## config.mk

```make
export PLATFORM = sky130hd
export DESIGN_NAME = instr_decode_top
export DESIGN_NICKNAME = d
export VERILOG_FILES = /design/src/rtl/decode_pkg.sv /design/src/rtl/bit_sync.sv /design/src/rtl/exec_timer.sv /design/src/rtl/instr_decode_top.sv
export SDC_FILE = /design/constraint.sdc
export NUM_CORES = 1
export LEC_CHECK = 0
export BUFFER_PORTS_ARGS = -buffer_cell sky130_fd_sc_hd__buf_2
export CORE_ASPECT_RATIO = 0.6
export CORE_MARGIN = 1
export CORE_UTILIZATION = 27
export CTS_BUF_LIST = sky130_fd_sc_hd__clkbuf_8 sky130_fd_sc_hd__clkbuf_16
export DETAILED_ROUTE_END_ITERATION = 12
export PLACE_DENSITY = 0.48
export SLEW_MARGIN = 5
export SYNTH_ARGS = -nofsm -noshare
export SYNTH_HDL_FRONTEND = slang
export SYNTH_SLANG_ARGS = --single-unit
```

## constraint.sdc

```tcl
create_clock -name clk_sys -period 8.77 [get_ports clk_sys]
set_clock_uncertainty 0.2 [all_clocks]
set_input_delay 1.754 -clock clk_sys [delete_from_list [all_inputs] [get_ports clk_sys]]
set_output_delay 1.754 -clock clk_sys [all_outputs]
set_load 0.01 [all_outputs]
```

## src/rtl/decode_pkg.sv

```systemverilog
// Purpose: shared constants for the instruction decode and sequencing block
// Assumes: 50 MHz clk_sys, AHB-Lite register access, 32-bit data
// Notes: execution times are held in ns, cycle counts derived and rounded up
package decode_pkg;

  localparam int CLK_NS = 20;

  function automatic int ns2cyc(input int ns);
    return (ns + CLK_NS - 1) / CLK_NS;
  endfunction

  // register byte offsets
  localparam logic [7:0] OFF_INSTR = 8'h00;
  localparam logic [7:0] OFF_MODE = 8'h04;
  localparam logic [7:0] OFF_COND = 8'h08;
  localparam logic [7:0] OFF_STATUS = 8'h0c;
  localparam logic [7:0] OFF_CYCLES = 8'h10;
  localparam logic [7:0] OFF_RETIRED = 8'h14;
  localparam logic [2:0] HSIZE_WORD = 3'h2;

  // mode register fields
  localparam int MODE_EXT = 0;
  localparam int MODE_IND = 1;
  localparam int MODE_LVL = 2;
  localparam int MODE_SHN = 5;

  // status register fields
  localparam int ST_BUSY = 0;
  localparam int ST_WAITING = 1;
  localparam int ST_INT_EN = 2;
  localparam int ST_TAKEN = 3;
  localparam int ST_BYTE = 4;
  localparam int ST_REL = 5;
  localparam int ST_RIGHT = 6;
  localparam int ST_DONE = 7;
  localparam int ST_ILLEGAL = 8;
  localparam int ST_CLASS = 9;

  // reset values
  localparam logic [15:0] INSTR_RST = 16'h0000;
  localparam logic [8:0] MODE_RST = 9'h000;
  localparam logic [15:0] COND_RST = 16'h0000;

  // execution times in ns
  localparam int BR_FALL_NS = 1780;
  localparam int BR_TAKEN_NS = 2720;
  localparam int BLT_TAKEN_NS = 3080;
  localparam int BLT_FALL_F_NS = 1880;
  localparam int BLT_FALL_T_NS = 1750;
  localparam int MR_LOGIC_NS = 2500;
  localparam int MR_ARITH_NS = 2790;
  localparam int MR_CMP_NS = 2690;
  localparam int INT_ON_NS = 1850;
  localparam int INT_OFF_NS = 1980;
  localparam int INT_WAIT_NS = 2800;
  localparam int SH_BASE_NS = 2760;
  localparam int SH_BIT_NS = 260;
  localparam int EXT_NS = 130;
  localparam int IND_FIRST_NS = 1140;
  localparam int IND_NEXT_NS = 1010;
  localparam int EXTIND_FIRST_NS = 1400;
  localparam int JMP_NS = 2790;
  localparam int JMP_EXT_NS = 60;
  localparam int JMP_EXTIND_NS = 1330;
  localparam int STORE_STATUS_WORD_ABS_NS = 2140;
  localparam int STORE_STATUS_WORD_REL_NS = 2460;
  localparam int BLOCK_STORE_REGISTERS_ABS_NS = 7240;
  localparam int BLOCK_STORE_REGISTERS_REL_NS = 7560;
  localparam int RETN_ABS_NS = 4240;
  localparam int RETN_REL_NS = 4580;
  localparam int LOAD_STATUS_WORD_ABS_NS = 2470;
  localparam int LOAD_STATUS_WORD_REL_NS = 2790;
  localparam int MREG_ABS_NS = 7930;
  localparam int MREG_REL_NS = 8250;

  // cycle counts
  localparam logic [15:0] BR_FALL_CYC = 16'(ns2cyc(BR_FALL_NS));
  localparam logic [15:0] BR_TAKEN_CYC = 16'(ns2cyc(BR_TAKEN_NS));
  localparam logic [15:0] BLT_TAKEN_CYC = 16'(ns2cyc(BLT_TAKEN_NS));
  localparam logic [15:0] BLT_FALL_F_CYC = 16'(ns2cyc(BLT_FALL_F_NS));
  localparam logic [15:0] BLT_FALL_T_CYC = 16'(ns2cyc(BLT_FALL_T_NS));
  localparam logic [15:0] MR_LOGIC_CYC = 16'(ns2cyc(MR_LOGIC_NS));
  localparam logic [15:0] MR_ARITH_CYC = 16'(ns2cyc(MR_ARITH_NS));
  localparam logic [15:0] MR_CMP_CYC = 16'(ns2cyc(MR_CMP_NS));
  localparam logic [15:0] INT_ON_CYC = 16'(ns2cyc(INT_ON_NS));
  localparam logic [15:0] INT_OFF_CYC = 16'(ns2cyc(INT_OFF_NS));
  localparam logic [15:0] INT_WAIT_CYC = 16'(ns2cyc(INT_WAIT_NS));
  localparam logic [15:0] SH_BASE_CYC = 16'(ns2cyc(SH_BASE_NS));
  localparam logic [15:0] SH_BIT_CYC = 16'(ns2cyc(SH_BIT_NS));
  localparam logic [15:0] EXT_CYC = 16'(ns2cyc(EXT_NS));
  localparam logic [15:0] IND_FIRST_CYC = 16'(ns2cyc(IND_FIRST_NS));
  localparam logic [15:0] IND_NEXT_CYC = 16'(ns2cyc(IND_NEXT_NS));
  localparam logic [15:0] EXTIND_FIRST_CYC = 16'(ns2cyc(EXTIND_FIRST_NS));
  localparam logic [15:0] JMP_CYC = 16'(ns2cyc(JMP_NS));
  localparam logic [15:0] JMP_EXT_CYC = 16'(ns2cyc(JMP_EXT_NS));
  localparam logic [15:0] JMP_EXTIND_CYC = 16'(ns2cyc(JMP_EXTIND_NS));
  localparam logic [15:0] STORE_STATUS_WORD_ABS_CYC = 16'(ns2cyc(STORE_STATUS_WORD_ABS_NS));
  localparam logic [15:0] STORE_STATUS_WORD_REL_CYC = 16'(ns2cyc(STORE_STATUS_WORD_REL_NS));
  localparam logic [15:0] BLOCK_STORE_REGISTERS_ABS_CYC = 16'(ns2cyc(BLOCK_STORE_REGISTERS_ABS_NS));
  localparam logic [15:0] BLOCK_STORE_REGISTERS_REL_CYC = 16'(ns2cyc(BLOCK_STORE_REGISTERS_REL_NS));
  localparam logic [15:0] RETN_ABS_CYC = 16'(ns2cyc(RETN_ABS_NS));
  localparam logic [15:0] RETN_REL_CYC = 16'(ns2cyc(RETN_REL_NS));
  localparam logic [15:0] LOAD_STATUS_WORD_ABS_CYC = 16'(ns2cyc(LOAD_STATUS_WORD_ABS_NS));
  localparam logic [15:0] LOAD_STATUS_WORD_REL_CYC = 16'(ns2cyc(LOAD_STATUS_WORD_REL_NS));
  localparam logic [15:0] MREG_ABS_CYC = 16'(ns2cyc(MREG_ABS_NS));
  localparam logic [15:0] MREG_REL_CYC = 16'(ns2cyc(MREG_REL_NS));

  typedef enum logic [2:0] {
    ST_IDLE = 3'b001,
    ST_EXEC = 3'b010,
    ST_WAIT = 3'b100
  } state_t;

  typedef enum logic [5:0] {
    CL_BRANCH = 6'b000001,
    CL_SHIFT = 6'b000010,
    CL_CTRL = 6'b000100,
    CL_JUMP = 6'b001000,
    CL_MEMREF = 6'b010000,
    CL_ILLEGAL = 6'b100000
  } cls_t;

endpackage

```

## src/rtl/bit_sync.sv

```systemverilog
// Purpose: two-flop synchroniser for a level from a pin
// Assumes: single clock clk_sys
// Notes: first stage feeds only the second
`timescale 1ns/1ps
module bit_sync (
  // clock and reset
  input wire logic clk_sys,
  input wire logic reset,
  // level in and out
  input wire logic din,
  output logic dout
);

  logic meta_r;

  always_ff @(posedge clk_sys) begin
    if (reset) begin
      meta_r <= 1'b0;
      dout <= 1'b0;
    end else begin
      meta_r <= din;
      dout <= meta_r;
    end
  end

endmodule

```

## src/rtl/exec_timer.sv

```systemverilog
// Purpose: down counter that holds an instruction for its execution time
// Assumes: load value of at least one cycle
// Notes: expire is high in the last cycle of the count
`timescale 1ns/1ps
module exec_timer (
  // clock and reset
  input wire logic clk_sys,
  input wire logic reset,
  // control
  input wire logic load,
  input wire logic [15:0] load_val,
  // status
  output logic expire
);

  logic [15:0] cnt_r;

  always_ff @(posedge clk_sys) begin
    if (reset) begin
      cnt_r <= 16'h0000;
    end else if (load) begin
      cnt_r <= load_val;
    end else if (cnt_r != 16'h0000) begin
      cnt_r <= cnt_r - 16'h0001;
    end
  end

  assign expire = (cnt_r == 16'h0001);

endmodule

```

## src/rtl/instr_decode_top.sv

```systemverilog
// Purpose: decode and time one instruction word written over AHB-Lite
// Assumes: single word transfers, registers at byte offsets of decode_pkg
// Notes: zero wait states; execution time is held as a busy window
//
// Our own choices: the placing of the registers and the AHB-Lite register port.
`timescale 1ns/1ps
module instr_decode_top (
  // clock and reset
  input wire logic clk_sys,
  input wire logic reset,
  // ahb-lite slave
  input wire logic hsel,
  input wire logic [31:0] haddr,
  input wire logic [1:0] htrans,
  input wire logic hwrite,
  input wire logic [2:0] hsize,
  input wire logic [31:0] hwdata,
  input wire logic hready,
  output logic [31:0] hrdata,
  output logic hreadyout,
  output logic hresp,
  // processor side
  input wire logic irq_pin,
  output logic int_enable,
  output logic cpu_waiting,
  output logic exec_busy,
  output logic exec_done
);

  // bus capture
  logic ap_valid;
  logic dp_wr_r;
  logic [7:0] dp_addr_r;
  logic [31:0] hrdata_r;

  // programmer state
  logic [15:0] instr_r;
  logic [8:0] mode_r;
  logic [15:0] cond_r;
  logic [31:0] retired_r;

  // decoded and latched results
  decode_pkg::state_t st_r;
  decode_pkg::cls_t cls_r;
  logic [15:0] total_r;
  logic taken_r;
  logic byte_r;
  logic rel_r;
  logic right_r;
  logic int_on_r;
  logic int_off_r;
  logic wait_r;
  logic int_en_r;
  logic done_r;
  logic done_sticky_r;
  logic illegal_sticky_r;

  // decoder outputs
  decode_pkg::cls_t d_cls;
  logic [15:0] d_cyc;
  logic d_taken;
  logic d_byte;
  logic d_rel;
  logic d_right;
  logic d_int_on;
  logic d_int_off;
  logic d_wait;
  logic [15:0] cond_vec;
  logic [3:0] lead;
  logic [3:0] dig2;

  logic start;
  logic expire;
  logic irq_sync;
  logic wr_status;

  function automatic logic hit(input logic [31:0] a, input logic [7:0] off);
    return (a[31:8] == 24'h000000) && (a[7:0] == off);
  endfunction

  function automatic logic [15:0] addr_extra(input logic [8:0] m, input logic [15:0] ext_c,
                                             input logic [15:0] extind_c);
    logic [15:0] lv;
    lv = {13'h0000, m[decode_pkg::MODE_LVL +: 3]};
    unique case ({m[decode_pkg::MODE_IND], m[decode_pkg::MODE_EXT]})
      2'b01: return ext_c;
      2'b10: return decode_pkg::IND_FIRST_CYC + decode_pkg::IND_NEXT_CYC * lv;
      2'b11: return extind_c + decode_pkg::IND_NEXT_CYC * lv;
      default: return 16'h0000;
    endcase
  endfunction

  bit_sync u_irq_sync (
    .clk_sys(clk_sys),
    .reset(reset),
    .din(irq_pin),
    .dout(irq_sync)
  );

  exec_timer u_timer (
    .clk_sys(clk_sys),
    .reset(reset),
    .load(start),
    .load_val(d_cyc),
    .expire(expire)
  );

  assign ap_valid = hsel && htrans[1] && hready;
  assign start = dp_wr_r && (dp_addr_r == decode_pkg::OFF_INSTR) && (st_r == decode_pkg::ST_IDLE);
  assign wr_status = dp_wr_r && (dp_addr_r == decode_pkg::OFF_STATUS);
  assign lead = hwdata[15:12];
  assign dig2 = hwdata[11:8];
  assign cond_vec = {cond_r[15:1], 1'b1};

  // bus phase tracking
  always_ff @(posedge clk_sys) begin
    if (reset) begin
      dp_wr_r <= 1'b0;
      dp_addr_r <= 8'h00;
    end else begin
      dp_wr_r <= ap_valid && hwrite && (hsize == decode_pkg::HSIZE_WORD) && (haddr[31:8] == 24'h000000);
      dp_addr_r <= haddr[7:0];
    end
  end

  // read data
  always_ff @(posedge clk_sys) begin
    if (reset) begin
      hrdata_r <= 32'h00000000;
    end else if (ap_valid && !hwrite) begin
      hrdata_r <= 32'h00000000;
      if (hit(haddr, decode_pkg::OFF_INSTR)) begin
        hrdata_r <= {16'h0000, instr_r};
      end
      if (hit(haddr, decode_pkg::OFF_MODE)) begin
        hrdata_r <= {23'h000000, mode_r};
      end
      if (hit(haddr, decode_pkg::OFF_COND)) begin
        hrdata_r <= {16'h0000, cond_r};
      end
      if (hit(haddr, decode_pkg::OFF_STATUS)) begin
        hrdata_r <= {17'h00000, cls_r, illegal_sticky_r, done_sticky_r, right_r, rel_r, byte_r,
                     taken_r, int_en_r, st_r[2], st_r[1]};
      end
      if (hit(haddr, decode_pkg::OFF_CYCLES)) begin
        hrdata_r <= {16'h0000, total_r};
      end
      if (hit(haddr, decode_pkg::OFF_RETIRED)) begin
        hrdata_r <= retired_r;
      end
    end
  end

  // steering registers
  always_ff @(posedge clk_sys) begin
    if (reset) begin
      mode_r <= decode_pkg::MODE_RST;
      cond_r <= decode_pkg::COND_RST;
    end else if (dp_wr_r) begin
      if (dp_addr_r == decode_pkg::OFF_MODE) begin
        mode_r <= hwdata[8:0];
      end
      if (dp_addr_r == decode_pkg::OFF_COND) begin
        cond_r <= hwdata[15:0];
      end
    end
  end

  // instruction decode
  always_comb begin
    d_cls = decode_pkg::CL_ILLEGAL;
    d_cyc = 16'h0001;
    d_taken = 1'b0;
    d_byte = 1'b0;
    d_rel = 1'b0;
    d_right = 1'b0;
    d_int_on = 1'b0;
    d_int_off = 1'b0;
    d_wait = 1'b0;
    if (lead == 4'h8 || lead == 4'h9) begin
      d_cls = decode_pkg::CL_BRANCH;
      d_taken = lead[0] ? cond_vec[dig2] : !cond_vec[dig2];
      if (dig2 == 4'hc) begin
        if (d_taken) begin
          d_cyc = decode_pkg::BLT_TAKEN_CYC;
        end else begin
          d_cyc = lead[0] ? decode_pkg::BLT_FALL_T_CYC : decode_pkg::BLT_FALL_F_CYC;
        end
      end else begin
        d_cyc = d_taken ? decode_pkg::BR_TAKEN_CYC : decode_pkg::BR_FALL_CYC;
      end
    end else if (lead == 4'ha) begin
      if (!dig2[3]) begin
        d_cls = decode_pkg::CL_SHIFT;
        d_right = dig2[2];
        d_cyc = decode_pkg::SH_BASE_CYC + decode_pkg::SH_BIT_CYC * {12'h000, mode_r[decode_pkg::MODE_SHN +: 4]};
      end
    end else if (lead == 4'h0) begin
      d_cls = decode_pkg::CL_CTRL;
      if (dig2 == 4'h8) begin
        unique case (hwdata[7:0])
          8'h00: begin
            d_int_on = 1'b1;
            d_cyc = decode_pkg::INT_ON_CYC;
          end
          8'h40: begin
            d_int_on = 1'b1;
            d_wait = 1'b1;
            d_cyc = decode_pkg::INT_WAIT_CYC;
          end
          8'h80: begin
            d_int_off = 1'b1;
            d_cyc = decode_pkg::INT_OFF_CYC;
          end
          8'hc0: begin
            d_int_off = 1'b1;
            d_wait = 1'b1;
            d_cyc = decode_pkg::INT_WAIT_CYC;
          end
          default: begin
            d_cls = decode_pkg::CL_ILLEGAL;
          end
        endcase
      end else begin
        d_rel = dig2[3];
        unique case (dig2[2:0])
          3'h1: d_cyc = d_rel ? decode_pkg::STORE_STATUS_WORD_REL_CYC : decode_pkg::STORE_STATUS_WORD_ABS_CYC;
          3'h3: d_cyc = d_rel ? decode_pkg::BLOCK_STORE_REGISTERS_REL_CYC : decode_pkg::BLOCK_STORE_REGISTERS_ABS_CYC;
          3'h4: d_cyc = d_rel ? decode_pkg::RETN_REL_CYC : decode_pkg::RETN_ABS_CYC;
          3'h5: d_cyc = d_rel ? decode_pkg::LOAD_STATUS_WORD_REL_CYC : decode_pkg::LOAD_STATUS_WORD_ABS_CYC;
          3'h7: d_cyc = d_rel ? decode_pkg::MREG_REL_CYC : decode_pkg::MREG_ABS_CYC;
          default: begin
            d_cls = decode_pkg::CL_ILLEGAL;
            d_rel = 1'b0;
          end
        endcase
      end
    end else if (lead == 4'h4 && dig2 == 4'h0) begin
      d_cls = decode_pkg::CL_JUMP;
      d_cyc = decode_pkg::JMP_CYC + addr_extra(mode_r, decode_pkg::JMP_EXT_CYC, decode_pkg::JMP_EXTIND_CYC);
    end else begin
      d_cls = decode_pkg::CL_MEMREF;
      d_byte = dig2[3];
      unique case (dig2[2:0])
        3'h1, 3'h2: d_cyc = decode_pkg::MR_ARITH_CYC;
        3'h6: d_cyc = decode_pkg::MR_CMP_CYC;
        default: d_cyc = decode_pkg::MR_LOGIC_CYC;
      endcase
      d_cyc = d_cyc + addr_extra(mode_r, decode_pkg::EXT_CYC, decode_pkg::EXTIND_FIRST_CYC);
    end
  end

  // latch decode results at start
  always_ff @(posedge clk_sys) begin
    if (reset) begin
      instr_r <= decode_pkg::INSTR_RST;
      cls_r <= decode_pkg::CL_ILLEGAL;
      total_r <= 16'h0000;
      taken_r <= 1'b0;
      byte_r <= 1'b0;
      rel_r <= 1'b0;
      right_r <= 1'b0;
      int_on_r <= 1'b0;
      int_off_r <= 1'b0;
      wait_r <= 1'b0;
    end else if (start) begin
      instr_r <= hwdata[15:0];
      cls_r <= d_cls;
      total_r <= d_cyc;
      taken_r <= d_taken;
      byte_r <= d_byte;
      rel_r <= d_rel;
      right_r <= d_right;
      int_on_r <= d_int_on;
      int_off_r <= d_int_off;
      wait_r <= d_wait;
    end
  end

  // sequencing
  always_ff @(posedge clk_sys) begin
    if (reset) begin
      st_r <= decode_pkg::ST_IDLE;
    end else begin
      unique case (st_r)
        decode_pkg::ST_IDLE: begin
          if (start) begin
            st_r <= decode_pkg::ST_EXEC;
          end
        end
        decode_pkg::ST_EXEC: begin
          if (expire) begin
            st_r <= wait_r ? decode_pkg::ST_WAIT : decode_pkg::ST_IDLE;
          end
        end
        decode_pkg::ST_WAIT: begin
          if (irq_sync) begin
            st_r <= decode_pkg::ST_IDLE;
          end
        end
        default: st_r <= decode_pkg::ST_IDLE;
      endcase
    end
  end

  // interrupt enable and completion flags
  always_ff @(posedge clk_sys) begin
    if (reset) begin
      int_en_r <= 1'b0;
      done_r <= 1'b0;
    end else begin
      done_r <= (st_r == decode_pkg::ST_EXEC) && expire;
      if ((st_r == decode_pkg::ST_EXEC) && expire) begin
        if (int_on_r) begin
          int_en_r <= 1'b1;
        end else if (int_off_r) begin
          int_en_r <= 1'b0;
        end
      end
    end
  end

  // sticky flags, set wins over write-one clear
  always_ff @(posedge clk_sys) begin
    if (reset) begin
      done_sticky_r <= 1'b0;
      illegal_sticky_r <= 1'b0;
      retired_r <= 32'h00000000;
    end else begin
      if ((st_r == decode_pkg::ST_EXEC) && expire) begin
        done_sticky_r <= 1'b1;
        retired_r <= retired_r + 32'h00000001;
      end else if (wr_status && hwdata[decode_pkg::ST_DONE]) begin
        done_sticky_r <= 1'b0;
      end
      if (start && d_cls == decode_pkg::CL_ILLEGAL) begin
        illegal_sticky_r <= 1'b1;
      end else if (wr_status && hwdata[decode_pkg::ST_ILLEGAL]) begin
        illegal_sticky_r <= 1'b0;
      end
    end
  end

  assign hrdata = hrdata_r;
  assign hreadyout = 1'b1;
  assign hresp = 1'b0;
  assign int_enable = int_en_r;
  assign cpu_waiting = st_r[2];
  assign exec_busy = st_r[1];
  assign exec_done = done_r;
endmodule

```

==> results_dict.tcl <==
set metrics [dict create \
    grt_pass1_vias 7872 \
    dieArea_sq_um 35300 \
    dp_slack_ns 3.58 \
    outcome "finished, final reports clean" \
    clk_latency_ns 0.44 \
    post_drt_wl_per_cell_um 18.5 \
    clock_path_buffers 2 \
    cts-resized-gates 0 \
    seq_area_frac_synth_pct 35.0 \
    synth_async_sr_flop_share_pct 0 \
    postRouteAntennaNets 0 \
    yosys_warnings 0 \
    grt-ovfl-total 0 \
    drv_slew 0 \
    remaining_drc_errors 0 \
    io_pins 113 \
    syn-mean-instance-area_sq_um 7.98 \
    arrival_ns 5.11 \
    synthesis.nets 1288 \
    ys_top_cells_by_count "170 x nand2_1, 163 x dfxtp_1, 133 x a21oi_1" \
    antenna_found_initial 0 \
    worst_slew_pin_slew_ns 1.09 \
    max_freq_mhz 200 \
    setup_viol 0 \
    core_sq_um 33800 \
    finalSetupTns_ns 0 \
    rsz0062_at_grt "no" \
    p_leak_nw 4.02 \
    cts_inserted_buffers 17 \
    post_cts_buffers 0 \
    rows 52 \
    numPortBuffers 93 \
    fin_ws_ns 3.78 \
    die_w_um 242 \
    track_usage_pct 17.5 \
    wirelength_mm 31.2 \
    dr.pass1.iters 5 \
    drt-initial-drc-count 899 \
    worstSetupPathType "reg -> reg" \
    r2r_cells 17 \
    synth_top_area_share_pct 35.0 \
    cts.clk_slew.worst_paths_ns 0.07 \
    cts_tree "done" \
    start_util_pct 27.6 \
    synth-seq-cells 163 \
    finalNonFillerCells 1688 \
    post_drt_via_cell_ratio 5.11 \
    layout-drive-gt1-share_pct 14.2 \
    grt_max_degree 81 \
    synth_edf_count 0 \
    dp.cells 1656 \
    yosys-top-cells-area "dfxtp_1 35%, a21oi_1 7.1%, nand2_1 6.8%" \
    finalHoldViolCount 0 \
    cap_violations 0 \
    fin_crit_sh_pct 56.9 \
    yosysMostFrequentCell "nand2_1" \
    h-tree-depth 4 \
    synth-main-ff-cell "dfxtp_1" \
    crit_fanout 17 \
    diodes 0 \
    grt_pass1_wl_mm 47.5 \
    synth_top_cell_by_area "dfxtp_1" \
    hold_buffers 0 \
    nNetsFinal 1334 \
    syn_to_final_growth_pct 15.1 \
    ctsRootBufferMaster "clkbuf_16" \
    peakVddDrop_v 0.000140 \
    endpoint_kind "register" \
    start_kind "register" \
    hpwl_mm 22.7 \
    syn_inst 1170 \
    final_util_pct 31.8 \
    hold_class "reg -> reg" \
    gp_congestion 0.897 \
    critPathRequiredTime_ns 8.89 \
    clkSinkCount 163 \
    period_minus_slack_ns 4.99 \
    ys_types 76 \
    syn_area_sq_um 9330 \
    max_slew_margin_pct 27.2 \
    fp.dieH_um 146 \
    cellPowerDensity_nw_per_um2 171 \
    vias 8634 \
    min_path_cells 2 \
]
state kept, by name, summed over array words and instances, names as in the netlist, 3 cells and up:
name	count
cls_r	6
cond_r	16
dp_addr_r	8
hrdata	32
instr_r	16
mode_r	9
retired_r	32
st_r	3
total_r	11
u_timer.cnt_r	16
worst paths after layout:
check                     startpoint                       to  slack (ns)
max           mode_r[2]$_SDFFE_PP0P_  total_r[7]$_SDFFE_PP0P_        3.78
min          hrdata[19]$_SDFFE_PP0P_  hrdata[19]$_SDFFE_PP0P_        0.25
max reg2reg   mode_r[2]$_SDFFE_PP0P_  total_r[7]$_SDFFE_PP0P_        3.78
min reg2reg  hrdata[19]$_SDFFE_PP0P_  hrdata[19]$_SDFFE_PP0P_        0.25
logic make-up after synthesis:
family / share of synthesized area [%]
compound gates: 19.4
xor+xnor: 6.73
fa+ha+maj: 6.09
buf+inv: 4.84
flops: 35.0
mux: 3.50
other cells: 0.0805
simple gates: 24.4
placed cells by master, fill, tap and decap left out, drive strengths merged, types with 19 or more instances in the layout:
cell	n
nand2	171
xnor2	43
nand3	42
buf	104
xor2	26
nor4	25
a21oi	135
dfxtp	163
clkbuf	19
inv	37
nor2	101
ha	39
o21ai	42
nor3	34
critical path, cell delays in order, from the launching register on:
cell and delay [ns]:
dfxtp_1 0.50, buf_4 0.29, ha_1 0.35, nor2b_1 0.59, a21oi_1 0.38, xnor2_1 0.23
o21ai_0 0.26, xnor2_1 0.15, nor2_1 0.06, ha_1 0.34, a21oi_1 0.25, a21boi_0 0.15
o21ai_0 0.31, nand2_1 0.12, xnor2_1 0.19, o211ai_1 0.10, o21ai_1 0.33, nor2_1 0.08
per-layer routing:
| metal | track usage, % | vias to the layer above | part of all wire [%] |
|---|---|---|---|
| li1 | - | 4236 | - |
| met3 | 4.78 | 26 | 7.5 |
| met1 | 28.3 | 4090 | 54 |
| met4 | 3.58 | 0 | 1.0 |
| met5 | 0 | - | 0 |
| met2 | 21.9 | 282 | 37 |
power breakdown:
part	switching (mW)	total [mW]	internal (mW)
Clock	0.336	0.776	0.440
Sequential	0.0280	0.796	0.768
Combinational	0.159	0.270	0.111
Total	0.523	1.84	1.32
through the flow:
step           cell area [sq um]  hold slack [ns]  total power [mW]
6_report                   10700            0.246              1.84
5_1_grt                    10700            0.257              1.93
4_1_cts                    10700            0.249              1.86
3_5_place_dp               10100            0.235              1.08
3_3_place_gp               10100            0.238              1.08
2_1_floorplan               9330            0.214              1.01
cell type report:
class / count / area, sq um
tap: 459 / 574
sequential: 163 / 3260
clock buffer: 19 / 453
fill: 3637 / 23100
timing repair buffer: 104 / 551
multi-input combinational: 896 / 5630
clock inverter: 13 / 150
inverter: 34 / 128
(Power assumes the default switching activity.)
